File: config.mk
export PLATFORM = sky130hd
export DESIGN_NAME = ibe_byte_engine
export DESIGN_NICKNAME = d
export VERILOG_FILES = /design/src/pkg/ibe_pkg.sv /design/src/rtl/ibe_rate_div.sv /design/src/rtl/ibe_byte_engine.sv
export VERILOG_INCLUDE_DIRS = /design/src /design/src/pkg
export SDC_FILE = /design/constraint.sdc
export NUM_CORES = 1
export LEC_CHECK = 0
export BUFFER_PORTS_ARGS = -buffer_cell sky130_fd_sc_hd__buf_2
export CAP_MARGIN = 20
export CORE_ASPECT_RATIO = 1.1
export CORE_MARGIN = 10
export CORE_UTILIZATION = 50
export DETAILED_ROUTE_END_ITERATION = 12
export PLACE_DENSITY = 0.75
export SYNTH_ARGS = -nofsm -noshare
export SYNTH_HDL_FRONTEND = slang
export SYNTH_SLANG_ARGS = --single-unit
export TNS_END_PERCENT = 20
File: constraint.sdc
create_clock -name clk_sys -period 2.6 [get_ports clk_sys]
set_clock_uncertainty 0.05 [all_clocks]
set_input_delay 0.39 -clock clk_sys [delete_from_list [all_inputs] [get_ports clk_sys]]
set_output_delay 0.39 -clock clk_sys [all_outputs]
set_load 0.02 [all_outputs]
File: src/pkg/ibe_defines.svh
// Offsets, field positions, reset values and rate constants of the serial byte engine.
// Assumes a 32-bit register port with byte addresses of IBE_ADDR_W bits.
`ifndef IBE_DEFINES_SVH
`define IBE_DEFINES_SVH

// Register byte addresses
`define IBE_ADDR_W   12
`define IBE_CTRL_OFS 12'h110
`define IBE_STS_OFS  12'h180
`define IBE_MSK_OFS  12'h184

// Control word fields
`define IBE_BYTES_LSB 8
`define IBE_DIR_BIT   24
`define IBE_DIV_LSB   4
`define IBE_SYNC_BIT  3
`define IBE_W3B_BIT   2
`define IBE_SCL_BIT   1
`define IBE_SDA_BIT   0

// Status fields
`define IBE_EV_DONE 0
`define IBE_EV_NACK 1
`define IBE_ST_DONE 8
`define IBE_ST_BUSY 9

// Reset values
`define IBE_BYTES_RST 24'h000000
`define IBE_DIV_RST   4'h0
`define IBE_MSK_RST   2'h0

// Bit rate: clock / PRESCALE / divider, each bit split in QUARTERS phases
`define IBE_PRESCALE 16
`define IBE_QUARTERS 4

`endif

File: src/pkg/ibe_pkg.sv
// Types shared by the serial byte engine and its rate divider.
// Assumes ibe_defines.svh sits on the include path.
package ibe_pkg;
  // Engine sequence states
  typedef enum logic [2:0] {ST_IDLE, ST_START, ST_BIT, ST_ACK, ST_STOP} ibe_state_t;

  // One value for each of the two serial lines
  typedef struct packed {
    logic scl;
    logic sda;
  } ibe_line_t;
endpackage

File: src/rtl/ibe_rate_div.sv
// Quarter-bit tick generator for the serial byte engine.
// Assumes div is stable while run is high; div of zero gives no tick.
`timescale 1ns/1ps
`include "ibe_defines.svh"
module ibe_rate_div import ibe_pkg::*; #(
  parameter int DIV_W = 4
) (
  input  wire logic             clk_sys, // System clock
  input  wire logic             arst_n,  // Asynchronous reset, active low
  input  wire logic             run,     // Count while high
  input  wire logic [DIV_W-1:0] div,     // Programmable divider
  output logic                  tick     // One-cycle quarter-bit pulse
);
  localparam int CW = DIV_W + 3;
  logic [CW-1:0] cnt_reg, cnt_next;
  logic          tick_reg, tick_next;
  logic [CW-1:0] lim;

  // Quarter period is PRESCALE/QUARTERS times the divider
  assign lim = CW'(`IBE_PRESCALE / `IBE_QUARTERS) * CW'(div) - CW'(1);

  // Next count and tick
  always_comb begin
    cnt_next  = cnt_reg + CW'(1);
    tick_next = 1'b0;
    if (!run || div == '0) begin
      cnt_next = '0;
    end else if (cnt_reg >= lim) begin
      cnt_next  = '0;
      tick_next = 1'b1;
    end
  end

  // Counter registers
  always_ff @(posedge clk_sys or negedge arst_n) begin
    if (!arst_n) begin
      cnt_reg  <= '0;
      tick_reg <= 1'b0;
    end else begin
      cnt_reg  <= cnt_next;
      tick_reg <= tick_next;
    end
  end

  assign tick = tick_reg;
endmodule

File: src/rtl/ibe_byte_engine.sv
// Two-wire serial master with one control word, a status and a mask register.
// Assumes a register master that keeps the strobe protocol and open-drain pads outside.
`timescale 1ns/1ps
`include "ibe_defines.svh"
module ibe_byte_engine import ibe_pkg::*; (
  input  wire logic                   clk_sys, // System clock, 250 MHz
  input  wire logic                   arst_n,  // Asynchronous reset, active low
  input  wire logic [`IBE_ADDR_W-1:0] addr,    // Register byte address
  input  wire logic [31:0]            wdata,   // Write data
  input  wire logic                   wr,      // Write strobe
  input  wire logic                   rd,      // Read strobe
  output logic      [31:0]            rdata,   // Read data, cycle after rd
  input  ibe_line_t                   line_i,  // Line levels from the pads
  output ibe_line_t                   line_o,  // Line output values, always low
  output ibe_line_t                   line_oe, // High while pulling a line low
  output logic                        irq      // Level interrupt
);
  ibe_state_t  state_reg, st_next;
  logic [1:0]  q_reg, q_next;
  logic [2:0]  bit_reg, bit_next;
  logic [1:0]  byte_reg, byte_next;
  logic [1:0]  nbyte_reg, nbyte_next;
  logic        rdm_reg, rdm_next;
  logic        samp_reg, samp_next;
  logic [23:0] sh_reg, sh_next;
  logic [3:0]  div_reg, div_next;
  logic        sync_reg, sync_next;
  logic        w3b_reg, w3b_next;
  ibe_line_t   ovr_reg, ovr_next;
  logic        done_reg, done_next;
  ibe_line_t   oe_reg, oe_next;
  ibe_line_t   zero_reg;
  logic [1:0]  sts_reg, sts_next;
  logic [1:0]  msk_reg, msk_next;
  logic [31:0] rdata_reg, rdata_next;
  logic        irq_reg, irq_next;
  logic        ev_done, ev_nack;
  logic        tick, stall, rx, rx_ahead, last, ctrl_wr, launch;
  ibe_line_t   drv;

  // Line levels the engine wants for a state and quarter phase
  function automatic ibe_line_t line_drive(ibe_state_t st, logic [1:0] q, logic dbit);
    ibe_line_t l;
    l = '{scl: 1'b1, sda: 1'b1};
    case (st)
      ST_START: begin
        l.scl = (q < 2'h2);
        l.sda = (q == 2'h0);
      end
      ST_BIT: begin
        l.scl = (q == 2'h1) || (q == 2'h2);
        l.sda = dbit;
      end
      ST_ACK: begin
        l.scl = (q == 2'h1) || (q == 2'h2);
      end
      ST_STOP: begin
        l.scl = (q != 2'h0);
        l.sda = (q >= 2'h2);
      end
      default: l = '{scl: 1'b1, sda: 1'b1};
    endcase
    return l;
  endfunction

  // Quarter-bit ticks at clock / 16 / divider per bit
  ibe_rate_div #(
    .DIV_W (4)
  ) u_rate (
    .clk_sys (clk_sys),
    .arst_n  (arst_n),
    .run     (state_reg != ST_IDLE),
    .div     (div_reg),
    .tick    (tick)
  );

  // Decode and sequencing terms
  assign ctrl_wr = wr && (addr == `IBE_CTRL_OFS);
  assign launch  = ctrl_wr && (state_reg == ST_IDLE) && (wdata[7:`IBE_DIV_LSB] != 4'h0);
  assign rx      = rdm_reg && (byte_reg == 2'h1);
  assign last    = (byte_reg == nbyte_reg - 2'h1);
  // Released clock held low by the slave freezes the phase
  assign stall   = sync_reg && (q_reg == 2'h1) && !line_i.scl &&
                   (state_reg == ST_BIT || state_reg == ST_ACK || state_reg == ST_STOP);

  // Next values of control word and engine
  always_comb begin
    st_next    = state_reg;
    q_next     = q_reg;
    bit_next   = bit_reg;
    byte_next  = byte_reg;
    nbyte_next = nbyte_reg;
    rdm_next   = rdm_reg;
    samp_next  = samp_reg;
    sh_next    = sh_reg;
    div_next   = div_reg;
    sync_next  = sync_reg;
    w3b_next   = w3b_reg;
    ovr_next   = ovr_reg;
    done_next  = done_reg;
    ev_done    = 1'b0;
    ev_nack    = 1'b0;
    if (ctrl_wr) begin
      ovr_next = '{scl: wdata[`IBE_SCL_BIT], sda: wdata[`IBE_SDA_BIT]};
      if (state_reg == ST_IDLE) begin
        sh_next   = wdata[31:`IBE_BYTES_LSB];
        div_next  = wdata[7:`IBE_DIV_LSB];
        sync_next = wdata[`IBE_SYNC_BIT];
        w3b_next  = wdata[`IBE_W3B_BIT];
      end
      if (launch) begin
        st_next    = ST_START;
        q_next     = 2'h0;
        bit_next   = 3'h0;
        byte_next  = 2'h0;
        rdm_next   = wdata[`IBE_DIR_BIT];
        nbyte_next = (wdata[`IBE_DIR_BIT] || !wdata[`IBE_W3B_BIT]) ? 2'h2 : 2'h3;
        done_next  = 1'b0;
      end
    end
    // A control write while busy must not swallow a quarter tick
    if (tick && !stall && state_reg != ST_IDLE) begin
      q_next = q_reg + 2'h1;
      case (state_reg)
        ST_START: begin
          if (q_reg == 2'h3) begin
            st_next = ST_BIT;
          end
        end
        ST_BIT: begin
          if (q_reg == 2'h2) begin
            samp_next = line_i.sda;
          end
          if (q_reg == 2'h3) begin
            if (rx) begin
              sh_next[7:0] = {sh_reg[6:0], samp_reg};
            end else begin
              sh_next = {sh_reg[22:0], 1'b0};
            end
            bit_next = bit_reg + 3'h1;
            if (bit_reg == 3'h7) begin
              st_next = ST_ACK;
            end
          end
        end
        ST_ACK: begin
          if (q_reg == 2'h2 && !rx && line_i.sda) begin
            ev_nack = 1'b1;
          end
          if (q_reg == 2'h3) begin
            if (last) begin
              st_next = ST_STOP;
            end else begin
              st_next   = ST_BIT;
              byte_next = byte_reg + 2'h1;
            end
          end
        end
        ST_STOP: begin
          if (q_reg == 2'h3) begin
            st_next   = ST_IDLE;
            done_next = 1'b1;
            ev_done   = 1'b1;
          end
        end
        default: st_next = ST_IDLE;
      endcase
    end
    // Received byte and ack are released; overrides pull low in any mode
    rx_ahead = rdm_next && (byte_next == 2'h1);
    drv      = line_drive(st_next, q_next, rx_ahead | sh_next[23]);
    oe_next  = '{scl: ~(drv.scl & ovr_next.scl), sda: ~(drv.sda & ovr_next.sda)};
  end

  // Control word and engine registers
  always_ff @(posedge clk_sys or negedge arst_n) begin
    if (!arst_n) begin
      state_reg <= ST_IDLE;
      q_reg     <= 2'h0;
      bit_reg   <= 3'h0;
      byte_reg  <= 2'h0;
      nbyte_reg <= 2'h2;
      rdm_reg   <= 1'b0;
      samp_reg  <= 1'b1;
      sh_reg    <= `IBE_BYTES_RST;
      div_reg   <= `IBE_DIV_RST;
      sync_reg  <= 1'b0;
      w3b_reg   <= 1'b0;
      ovr_reg   <= '{scl: 1'b1, sda: 1'b1};
      done_reg  <= 1'b0;
      oe_reg    <= '{scl: 1'b0, sda: 1'b0};
      zero_reg  <= '{scl: 1'b0, sda: 1'b0};
    end else begin
      state_reg <= st_next;
      q_reg     <= q_next;
      bit_reg   <= bit_next;
      byte_reg  <= byte_next;
      nbyte_reg <= nbyte_next;
      rdm_reg   <= rdm_next;
      samp_reg  <= samp_next;
      sh_reg    <= sh_next;
      div_reg   <= div_next;
      sync_reg  <= sync_next;
      w3b_reg   <= w3b_next;
      ovr_reg   <= ovr_next;
      done_reg  <= done_next;
      oe_reg    <= oe_next;
      zero_reg  <= '{scl: 1'b0, sda: 1'b0};
    end
  end

  // Status, mask, read data and interrupt; a new event wins over its clear
  always_comb begin
    sts_next = sts_reg;
    msk_next = msk_reg;
    if (wr && addr == `IBE_STS_OFS) begin
      sts_next = sts_reg & ~wdata[1:0];
    end
    if (wr && addr == `IBE_MSK_OFS) begin
      msk_next = wdata[1:0];
    end
    sts_next[`IBE_EV_DONE] = sts_next[`IBE_EV_DONE] | ev_done;
    sts_next[`IBE_EV_NACK] = sts_next[`IBE_EV_NACK] | ev_nack;
    irq_next   = |(sts_next & msk_next);
    rdata_next = 32'h00000000;
    if (rd) begin
      case (addr)
        `IBE_CTRL_OFS: rdata_next = {sh_reg, div_reg, sync_reg, w3b_reg,
                                     line_i.scl, line_i.sda};
        `IBE_STS_OFS: begin
          rdata_next[1:0]          = sts_reg;
          rdata_next[`IBE_ST_DONE] = done_reg;
          rdata_next[`IBE_ST_BUSY] = (state_reg != ST_IDLE);
        end
        `IBE_MSK_OFS: rdata_next[1:0] = msk_reg;
        default:      rdata_next = 32'h00000000;
      endcase
    end
  end

  // Bus-side registers
  always_ff @(posedge clk_sys or negedge arst_n) begin
    if (!arst_n) begin
      sts_reg   <= 2'h0;
      msk_reg   <= `IBE_MSK_RST;
      rdata_reg <= 32'h00000000;
      irq_reg   <= 1'b0;
    end else begin
      sts_reg   <= sts_next;
      msk_reg   <= msk_next;
      rdata_reg <= rdata_next;
      irq_reg   <= irq_next;
    end
  end

  assign rdata   = rdata_reg;
  assign line_o  = zero_reg;
  assign line_oe = oe_reg;
  assign irq     = irq_reg;

  // Checks
  a_first_bit_out: assert property (
    @(posedge clk_sys) disable iff (!arst_n)
    state_reg == ST_START && q_reg == 2'h3 && tick && ovr_reg.sda && !ctrl_wr
    |=> oe_reg.sda == ~$past(sh_reg[23]))
    else $error("first data bit not taken from top control byte");

  a_rx_shift_in: assert property (
    @(posedge clk_sys) disable iff (!arst_n)
    state_reg == ST_BIT && rx && q_reg == 2'h3 && tick && !stall && !ctrl_wr
    |=> sh_reg[0] == $past(samp_reg) && sh_reg[7:1] == $past(sh_reg[6:0]))
    else $error("received bit not shifted into low byte");

  a_tick_spacing: assert property (
    @(posedge clk_sys) disable iff (!arst_n)
    tick |=> !tick [*3])
    else $error("quarter ticks closer than four cycles");

  a_stretch_holds: assert property (
    @(posedge clk_sys) disable iff (!arst_n)
    stall && !ctrl_wr |=> q_reg == 2'h1 && state_reg == $past(state_reg))
    else $error("phase advanced while slave held clock");

  a_no_stretch: assert property (
    @(posedge clk_sys) disable iff (!arst_n)
    !sync_reg && tick && q_reg == 2'h1 && state_reg != ST_IDLE && !ctrl_wr
    |=> q_reg == 2'h2)
    else $error("phase stalled with stretching disabled");

  a_write_len: assert property (
    @(posedge clk_sys) disable iff (!arst_n)
    launch && !wdata[`IBE_DIR_BIT]
    |=> nbyte_reg == ($past(wdata[`IBE_W3B_BIT]) ? 2'h3 : 2'h2))
    else $error("write length does not follow select bit");

  a_scl_override: assert property (
    @(posedge clk_sys) disable iff (!arst_n)
    ctrl_wr && !wdata[`IBE_SCL_BIT] |=> oe_reg.scl && !ovr_reg.scl)
    else $error("clock override did not pull line low");

  a_sda_override: assert property (
    @(posedge clk_sys) disable iff (!arst_n)
    ctrl_wr && !wdata[`IBE_SDA_BIT] |=> oe_reg.sda && !ovr_reg.sda)
    else $error("data override did not pull line low");

  a_pin_readback: assert property (
    @(posedge clk_sys) disable iff (!arst_n)
    rd && addr == `IBE_CTRL_OFS
    |=> rdata_reg[1:0] == {$past(line_i.scl), $past(line_i.sda)})
    else $error("override bits do not read pin levels");

  a_sw_readback: assert property (
    @(posedge clk_sys) disable iff (!arst_n)
    ctrl_wr && state_reg == ST_IDLE && wdata[7:`IBE_DIV_LSB] == 4'h0
    |=> sh_reg == $past(wdata[31:`IBE_BYTES_LSB]) && state_reg == ST_IDLE)
    else $error("software mode byte fields not held as written");

  a_rx_stable: assert property (
    @(posedge clk_sys) disable iff (!arst_n)
    done_reg && rdm_reg && state_reg == ST_IDLE && !ctrl_wr |=> $stable(sh_reg[7:0]))
    else $error("received byte changed after done");

  a_done_clear: assert property (
    @(posedge clk_sys) disable iff (!arst_n)
    launch |=> !done_reg && state_reg == ST_START)
    else $error("launch did not start engine and clear done");

  a_done_set: assert property (
    @(posedge clk_sys) disable iff (!arst_n)
    state_reg == ST_STOP && q_reg == 2'h3 && tick && !stall && !ctrl_wr
    |=> done_reg && state_reg == ST_IDLE && sts_reg[`IBE_EV_DONE])
    else $error("stop end did not set done");
endmodule

# After elaboration in Yosys (flattened, before gate mapping)
# Index checks and enable logic that the tools add are counted.
# Widths: inputs -> output; s select.
dict set report op_classes {
  n_eq_ne 20
  muxes 59
  reduce_logical 35
  bitwise_logic 10
  n_lt_le_gt_ge 3
  n_addsub 6
}
# cell n
set ops {}
lappend ops {{$mux 24} 5}
lappend ops {{$mux 3} 14}
lappend ops {{$eq 12x9->1 const B} 3}
lappend ops {{$mux 32} 1}
lappend ops {{$mux 2} 12}
lappend ops {{$mux 22} 1}
lappend ops {{$mux 1} 17}
lappend ops {{$mux 16} 1}
lappend ops {{$logic_and 1x1->1} 14}
lappend ops {{$mux 7} 2}
lappend ops {{$eq 3x2->1 const B} 4}
lappend ops {{$pmux 3 s4} 1}
lappend ops {{$eq 3x3->1 const B} 3}
lappend ops {{$eq 2x1->1 const B} 4}
lappend ops {{$add 7x1->7 const B} 1}
lappend ops {{$ge 7x7->1} 1}
lappend ops {{$sub 6x1->7 const B} 1}
lappend ops {{$eq 2x2->1 const B} 3}
lappend ops {{$eq 3x1->1 const B} 2}
lappend ops {{$mux 6} 1}
lappend ops {{$pmux 1 s3} 2}
lappend ops {{$pmux 2 s3} 1}
lappend ops {{$logic_not 1->1} 5}
lappend ops {{$logic_or 1x1->1} 5}
lappend ops {{21 further kinds} 29}
dict set report totals {
  regBits 94
  in_bits 50
  output_inout_bits 37
  word_cells 155
}

# Longest topological paths before layout
# Gate-level depths: netlist of run 1.
dict set report logic_depth {
  word_depth 16
  mapped_depth 11
  ltp_nobuf 11
}

# By module
# From an unflattened synthesis of run 1, not the netlist that was laid out.
dict set report unflattened {
  cells_unflattened 395
  hier_area_um2 4398.0
}
# mod area_per_inst_um2 seq_area_each_um2 cells_each n_inst
set by_module_without_submodules {}
lappend by_module_without_submodules {ibe_byte_engine 3867.5 2130.8 343 1}
lappend by_module_without_submodules {ibe_rate_div 530.5 200.2 52 1}

# Worst setup path after synthesis of run 1
# Ideal clock, no wire load.
dict set report synth_timing {
  path_type {input-to-reg}
  from {input port addr[10]}
  to {register oe_reg (netlist bit line_oe[1])}
  n_path_buf 1
  path_slack_ps -352
  setup_ps 131
  required_time_ps 2419
  t_arrival_ps 2770
  stages 10
  cell_sequence {or4_4 or3_4 nand4b_4 clkbuf_1 nand3_1 o21ai_0 inv_1 ha_1 a32o_1 or3b_1}
}
# element line
set synth_rtl {}
lappend synth_rtl {{start: declaration} ibe_byte_engine.sv:8} ;# input wire logic [`IBE_ADDR_W-1:0] addr,
lappend synth_rtl {{end signal: assignment} ibe_byte_engine.sv:191} ;# oe_reg <= '{scl: 1'b0, sda: 1'b0};
lappend synth_rtl {{end signal: assignment} ibe_byte_engine.sv:207} ;# oe_reg <= oe_next;
lappend synth_rtl {{end: declaration} ibe_byte_engine.sv:31} ;# ibe_line_t oe_reg, oe_next;

==> impl_metrics.toml, run 1 <==
[global_routing]
grtUsageMet2 = 0.259
grt_pass1_vias = 3447
use_met1 = 0.196
busiest_layer = "met2"
grt_max_degree = 39
grt_usage = 0.160
grt.met3_usage = 0.0433
grt_pass1_wl_um = 16700
grt_overflow = 0
antenna_found_initial = 0

[synthesis]
synth_commonest_cells = "dfrtp_1 (90), nand2_1 (44), o21ai_0 (37)"
synth_cell_types = 57
ys_seq_elements = 93
yosysSeqAreaShare = 0.536
synth.cell_area_sq_um = 4350
yosys.area.top_type = "dfrtp_1"
ys_warn_count = 0
synth-edff-count = 0
yosys-top-cells-area = "dfrtp_1 (52%), mux2i_1 (5.8%), ha_1 (4.6%)"
synth_ff_type = "dfrtp_1"
synthDominantCellAreaShare = 0.518
syn_area_per_cell_sq_um = 10.8
synthCells = 401
synthArstFlopShare = 1.00
post-synth-top-count-cell = "dfrtp_1"

[sta]
fmaxAchievable_mhz = 400
worst_slack_ns = 0.0985
setup_viol = 0
tightest_slew_ns = 0.564
hold_viol_final = 0
period_share = 0.962
period_minus_slack_ns = 2.50
maxSlewViolCount = 0
rsz0062_at_grt = "no"
relSlewSlack = 0.623

[placement]
dp_hpwl_um = 7560
dp_slack_ns = -0.246
gp_congestion = 0.890
io_buffers = 84
dpl.cell_count = 596

[critical_path]
cp-end-kind = "register"
path_max_fanout = 4
crit_type = "register to register"
worstPathRequired_ns = 2.80
r2r_cells = 10
startpoint_type = "register"
worstPathArrival_ns = 2.70

[job]
drv_cap = 0

[drt]
wl_per_cell_um = 16.4
drtPass1Iterations = 4
drt_first_iter_violations = 234
ant_nets = 0
totalWireLength_um = 10100
vias_per_cell = 5.40
vias = 3321
drc = 0

[clocking]
cts_tree = "done"
clockRootBuffer = "clkbuf_8"
h-tree-depth = 3
clockBufferDepth = 2
clock-sinks = 93
clk_latency_ns = 0.36
cts_made_buffers = 9
path_clk_slew_ns = 0.10

[power]
p_per_area_nw_per_um2 = 598
p_leak_nw = 2.69
vdd_ir_drop_max_mv = 0.306

[floorplan]
num_io_pins = 87
die_x_um = 109
num_rows = 35
die-area_sq_um = 12800
initial_core_util = 0.517
coreArea_sq_um = 8410
die_y_um = 118

[status]
outcome = "finished, final reports clean"

[min_path]
holdCritPathClass = "input port to register"
min_delay_path_depth = 3

[finish]
largest_reg_flops = 32
drive_above_1_share = 0.302
final_core_util = 0.628
nNetsFinal = 565
antenna_cells = 0
syn_to_final_growth_pct = 21.5
fin_cells = 615
[cell usage in the layout, fill, tap and decap left out, drive strengths merged, types with 3 or more instances in the layout]
cell    count
ha         16
nand3b      4
dfstp       3
nor4        3
mux2i      25
or3b        3
xor2        4
nand2      44
nor4b       3
nor2       11
dfrtp      90
a21o        4
o21ai      37
a31oi       5
and3       29
xnor2       3
clkbuf      9
mux2        8
nor2b       5
inv        18
nand2b      5
or3         3
buf       108
nor3        7
nand3      15
a21oi       5
[routing by layer]
metal	up-vias	part of all wire
li1	1609	-
met1	1595	0.42
met2	111	0.49
met3	6	0.080
met4	0	0.0080
met5	-	0
[area by class of cell]
class                   instances  area (sq um)
well taps                     111           139
inverters                      15          56.3
clock buffers                   9           124
multi-input cells             271          1900
repair buffers                109           638
clock inverters                 7          92.6
fillers                       696          3130
flip-flops and latches         93          2330
[what timing repair did]
action,in CTS,in global routing
buffers inserted,0,2
setup endpoints to repair,0,2
hold buffers,1,0
hold endpoints to repair,34,0
gates resized for setup,0,3
[stage by stage]
| step | hold WS, ns | power, W | setup TNS [ns] | cell area (sq um) |
|---|---|---|---|---|
| after floorplan | 0.0444 | 0.00194 | -0.176 | 4360 |
| after global placement | 0.333 | 0.00211 | -0.225 | 5030 |
| after detailed placement | 0.340 | 0.00213 | -0.323 | 5030 |
| after CTS | 0.203 | 0.00316 | 0 | 5260 |
| after global routing | 0.213 | 0.00334 | 0 | 5280 |
| final | 0.207 | 0.00316 | 0 | 5280 |
[worst paths after layout]
kind	from	end	slack, ns
setup / recovery	q_reg[0]$_DFF_PN0_	line_oe[1]$_DFF_PN0_	0.1
hold / removal	wdata[4]	div_reg[0]$_DFFE_PN0P_	0.21
setup reg to reg	q_reg[0]$_DFF_PN0_	line_oe[1]$_DFF_PN0_	0.1
hold reg to reg	done_reg$_DFF_PN0_	done_reg$_DFF_PN0_	0.45
max in group asynchronous	arst_n	rdata[14]$_DFF_PN0_	1.33
min in group asynchronous	arst_n	sh_reg[20]$_DFF_PN0_	0.47
[cells by family (layout without fill, tap and decap cells)]
kind of cell	after synthesis	in the layout	share of synthesized area
mux	33	33	0.0783
flops	93	93	0.536
compound gates	71	71	0.105
simple gates	142	142	0.184
fa+ha+maj	16	16	0.0461
buf+inv	38	140	0.0354
xor+xnor	7	7	0.0141
other cells	1	2	0.000863
[report_power, final]
| group | switching [W] | leakage, nW | internal [W] |
|---|---|---|---|
| registers | 0.0000815 | 1.25 | 0.00152 |
| logic | 0.000282 | 1.34 | 0.000250 |
| clock network | 0.000555 | 0.103 | 0.000469 |
[critical path, cell delays in order (launching register included)]
cell      delay [ns]
dfrtp_2         0.44
ha_1            0.21
nand3b_1        0.18
nand3_1         0.13
a211oi_1        0.29
a31o_2          0.16
buf_4           0.11
inv_1           0.06
ha_1            0.19
a32o_1          0.21
or3b_1          0.34
(Power assumes the default switching activity.)
==> run 2: changes to the inputs <==
SYNTH_HIERARCHICAL = 1   (was unset)
==> impl_metrics.toml, run 2 <==
[synthesis]
post-synth-top-count-cell = "dfrtp_1"
yosysSeqAreaShare = 0.530
ys_seq_elements = 93
yosys-top-cells-area = "dfrtp_1 (51%), mux2i_1 (5.0%), ha_1 (4.6%)"
synth_cell_types = 63
synthArstFlopShare = 1.00
ys_warn_count = 6
synth_ff_type = "dfrtp_1"
synth-edff-count = 0
syn_area_per_cell_sq_um = 11.1
synthDominantCellAreaShare = 0.512
synth_commonest_cells = "dfrtp_1 (90), nand2_1 (36), and3_1 (31)"
synth.cell_area_sq_um = 4400
yosys.area.top_type = "dfrtp_1"
synthCells = 395

[critical_path]
crit_type = "register to register"
slowest_delay_ns = 0.41
r2r_cells = 11
path_max_fanout = 5
r2r-start = "q_reg[1]$_DFF_PN0_"
cp-end-kind = "register"
r2r-end = "line_oe[1]$_DFF_PN0_"
startpoint_type = "register"
worstPathCellList = "inv_1 -> ha_1 -> nand3b_1 -> o21ai_0 -> a21oi_1 -> a21boi_2 -> ha_1 -> inv_1 -> nor2_1 -> a22oi_1 -> o211ai_1"
slowest_stage = "dfrtp_1"
path_buf_inv = 2
cp_top_family = "compound AO/OA/AOI/OAI gates"
worstPathRequired_ns = 2.78
worstPathArrival_ns = 2.51
r2r_slack_ns = 0.27

[clocking]
h-tree-depth = 3
path_clk_slew_ns = 0.10
cts_setup_buffers = 0
clockBufferDepth = 2
clk_latency_ns = 0.36
cts_tree = "done"
cts_resized = 0
clockRootBuffer = "clkbuf_8"
ctsHoldBuffers = 1
clock-sinks = 93
cts_made_buffers = 9

[drt]
drc = 0
wl_per_cell_um = 16.2
drt_first_iter_violations = 200
drtPass1Iterations = 4
ant_nets = 0
totalWireLength_um = 9750
vias_per_cell = 5.38
vias = 3241

[placement]
placed_cell_area_sq_um = 5010
io_buffers = 84
dp_hpwl_um = 7270
gp_congestion = 0.848

[finish]
final_common_cell = "dfrtp_1"
drive_above_1_share = 0.308
fill_cells = 722
final_area_sq_um = 5200
multi_input_comb_area_sq_um = 1920
seq_area_sq_um = 2330
nNetsFinal = 552
antenna_cells = 0
largest_reg_flops = 32
final_cell_mix = "dfrtp_1 (90), buf_2 (83), nand2_1 (36), and3_1 (30), mux2i_1 (22)"
syn_to_final_growth_pct = 18.2

[floorplan]
num_io_pins = 87
coreArea_sq_um = 8500
die_x_um = 109
die-area_sq_um = 13000
initial_core_util = 0.518
num_rows = 35
die_y_um = 118

[global_routing]
grt.met3_usage = 0.0446
grt_pass1_vias = 3333
grt_overflow = 0
grt_pass1_wl_um = 16200
antenna_found_initial = 0
grt_usage = 0.153
grtUsageMet2 = 0.250
use_met1 = 0.189
grt_max_degree = 50
busiest_layer = "met2"

[status]
outcome = "finished, final reports clean"

[sta]
hold_viol_final = 0
fmaxAchievable_mhz = 430
setup_viol = 0
period_minus_slack_ns = 2.33
period_share = 0.895
maxSlewViolCount = 0
tightest_slew_ns = 0.617
relSlewSlack = 0.589
rsz0062_at_grt = "no"

[power]
p_total_w = 0.00246
p_leak_nw = 2.69
p_per_area_nw_per_um2 = 473
vdd_ir_drop_max_mv = 0.216

[min_path]
holdCritPathClass = "input port to register"
min_delay_path_depth = 2
hold_start = "wdata[4]"
hold_end = "div_reg[0]$_DFFE_PN0P_"

[job]
drv_cap = 0
## run 2: metal layers
layer | share of wire | vias to the layer above
met5 | 0 | -
met4 | 0.015 | 0
met3 | 0.069 | 11
met2 | 0.49 | 78
met1 | 0.42 | 1580
li1 | - | 1572
## run 2: cell families after synthesis
logic type                 share of synthesized area
and+or+nand+nor                                0.178
DFF                                            0.530
AOI/OAI and AO/OA                              0.112
muxes                                         0.0834
buffers and inverters                         0.0370
adders and majority gates                     0.0455
xor gates and xnor gates                      0.0139
other                                       0.000853
## run 2: worst register-to-register path: stages (launching register included)
cell      delay (ns)
dfrtp_1         0.41
inv_1           0.07
ha_1            0.20
nand3b_1        0.15
o21ai_0         0.17
a21oi_1         0.41
a21boi_2        0.15
ha_1            0.22
inv_1           0.07
nor2_1          0.05
a22oi_1         0.15
o211ai_1        0.10
## run 2: where the power goes
part	internal, W	switching, W	total [W]
logic	0.0000384	0.0000614	0.0000998
registers	0.00145	0.000000135	0.00145
clock network	0.000362	0.000550	0.000912
total	0.00185	0.000611	0.00246
## run 2: area by class of cell
class | count | area share
Inverter | 14 | 0.0101
Clock inverter | 7 | 0.0113
Clock buffer | 9 | 0.0238
Tap cell | 111 | 0.0267
Timing Repair Buffer | 99 | 0.111
Multi-Input combinational cell | 269 | 0.369
Sequential cell | 93 | 0.448
## run 2: worst max-delay path by stage
stage / from / slack, ns / cells past startpoint / endpoint
global placement: addr[5] / 0.05 / 10 / line_oe[0]$_DFF_PN0_
finish: q_reg[1]$_DFF_PN0_ / 0.27 / 11 / line_oe[1]$_DFF_PN0_
global route: q_reg[1]$_DFF_PN0_ / 0.005 / 10 / line_oe[0]$_DFF_PN0_
CTS: q_reg[1]$_DFF_PN0_ / 0.26 / 11 / line_oe[1]$_DFF_PN0_
floorplan: addr[5] / -0.02 / 10 / line_oe[0]$_DFF_PN0_
detailed placement: addr[5] / -0.02 / 10 / line_oe[0]$_DFF_PN0_
## run 2: metrics by stage
stage,setup WS (ns),util,TNS (ns),instances,hold WS [ns]
4_1_cts,0.264,0.612,0,602,0.204
6_report,0.274,0.612,0,602,0.221
2_1_floorplan,-0.0236,-,-0.0236,396,0.0444
3_3_place_gp,0.0525,0.589,0,585,0.389
3_5_place_dp,-0.0162,0.589,-0.0162,585,0.396
5_1_grt,0.00454,0.612,0,602,0.197
==> run 3: changes to the inputs <==
CORE_ASPECT_RATIO = 2   (was 1.1)
==> impl_metrics.toml, run 3 (synthesis results as in run 2) <==
[finish]
syn_to_final_growth_pct = 20.9
nNetsFinal = 552
largest_reg_flops = 32
final_cell_mix = "dfrtp_1 (90), buf_2 (83), nand2_1 (36), and3_1 (30), mux2i_1 (22)"
fin_cells = 591
final_common_cell = "dfrtp_1"
antenna_cells = 0
final_area_sq_um = 5320
drive_above_1_share = 0.310

[sta]
fin_tns_setup_ns = 0
hold_viol_final = 0
period_share = 0.917
fmaxAchievable_mhz = 419
period_minus_slack_ns = 2.38
relSlewSlack = 0.559
maxSlewViolCount = 0
rsz0062_at_grt = "no"
holdWs_ns = 0.0257
worst_slack_ns = 0.216
tightest_slew_ns = 0.662
setup_viol = 0

[placement]
gp_congestion = 0.868
dpl.cell_count = 575
dp_hpwl_um = 7810
dp_slack_ns = -0.147
placed_cell_area_sq_um = 4990
io_buffers = 84

[critical_path]
worstPathArrival_ns = 2.55
worstPathRequired_ns = 2.76
worstPathCellList = "buf_2 -> or4b_4 -> nor4_4 -> nand4_4 -> nand3_1 -> a21boi_2 -> ha_1 -> nor2_1 -> a32oi_1 -> o221ai_2"
crit_path_start = "addr[5]"
r2r_cells = 11
r2r_slack_ns = 0.25
slowest_stage = "or4b_4"
r2r-start = "q_reg[1]$_DFF_PN0_"
path_max_fanout = 4
slowest_delay_ns = 0.57
startpoint_type = "input port"
crit_type = "input port to register"
r2r-end = "line_oe[1]$_DFF_PN0_"
cp-end-kind = "register"

[global_routing]
antenna_found_initial = 0
grt_max_degree = 53
grt_pass1_wl_um = 16900
grt_overflow = 0
grt_pass1_vias = 3592
grt_usage = 0.160

[drt]
drtPass1Iterations = 4
drc = 0
vias = 3351
totalWireLength_um = 10400
vias_per_cell = 5.67
ant_nets = 0
wl_per_cell_um = 17.5
drt_first_iter_violations = 110

[power]
power_frac_clock = 0.480
seq_power_share = 0.486
power.net_switching_w = 0.000617
intPower_w = 0.00236
p_leak_nw = 2.76
pwr-share-comb = 0.034
p_sw_frac = 0.207
p_per_area_nw_per_um2 = 560
vdd_ir_drop_max_mv = 0.291

[clocking]
clock-sinks = 93
clockRootBuffer = "clkbuf_16"
clockBufferDepth = 2
cts_resized = 0
clk_latency_ns = 0.34
cts_setup_buffers = 0
cts_tree = "done"
ctsHoldBuffers = 0
cts_made_buffers = 9
h-tree-depth = 3
path_clk_slew_ns = 0.07

[floorplan]
num_rows = 48
die_y_um = 153
initial_core_util = 0.512
num_io_pins = 87
coreArea_sq_um = 8590
die-area_sq_um = 13200
die_x_um = 86.3

[status]
outcome = "finished, final reports clean"

[job]
drv_cap = 0

[min_path]
holdCritPathClass = "input port to asynchronous set/reset pin"
run 3: cell types whose count changed in the layout (fill, tap and decap cells not counted):
cell / before / now
clkbuf_16: 0 / 9
bufinv_16: 0 / 2
clkbuf_8: 9 / 1
inv_6: 1 / 2
inv_8: 2 / 0
buf_12: 3 / 2
dlygate4sd3_1: 1 / 0
clkinv_4: 0 / 1
buf_4: 12 / 14
clkinvlp_4: 3 / 0
run 3: critical path: cells and delay by family:
family / cells / cell delay (ns)
buffers and inverters: 1 / 0.10
and+or+nand+nor: 5 / 1.28
adders and majority gates: 1 / 0.18
AOI/OAI and AO/OA: 3 / 0.60
run 3: area by class of cell:
| type | instances | area (sq um) |
|---|---|---|
| clock buffer | 10 | 239 |
| sequential | 93 | 2330 |
| multi-input combinational | 269 | 1920 |
| fill | 715 | 3270 |
| timing repair buffer | 99 | 561 |
| clock inverter | 6 | 91.3 |
| tap | 100 | 125 |
| inverter | 14 | 52.6 |
run 3: how the worst max path moves through the flow:
stage,endpoint,depth (start not counted)
3_3_place_gp,line_oe[0]$_DFF_PN0_,10
6_report,line_oe[0]$_DFF_PN0_,10
4_1_cts,line_oe[0]$_DFF_PN0_,10
3_5_place_dp,line_oe[0]$_DFF_PN0_,10
5_1_grt,line_oe[0]$_DFF_PN0_,10
2_1_floorplan,line_oe[0]$_DFF_PN0_,10
run 3: power by group through the flow:
stage	registers, W	logic [W]	clock network (W)
floorplan	0.00147	0.0000205	0
finish	0.00145	0.000100	0.00143
global placement	0.00147	0.000101	0
CTS	0.00145	0.000103	0.00146
detailed placement	0.00147	0.000103	0
global route	0.00145	0.000112	0.00152
run 3: through the flow:
step	total power, W	util
after CTS	0.00301	0.619
final	0.00298	0.619
after detailed placement	0.00158	0.581
after global routing	0.00307	0.619
after floorplan	0.00150	-
after global placement	0.00158	0.581
run 3: metal layers:
| layer | vias to the layer above | GRT usage | share of wire |
|---|---|---|---|
| li1 | 1583 | - | - |
| met1 | 1649 | 0.149 | 0.34 |
| met2 | 88 | 0.293 | 0.57 |
| met3 | 31 | 0.0460 | 0.053 |
| met4 | 0 | 0.0923 | 0.039 |
| met5 | - | 0 | 0 |
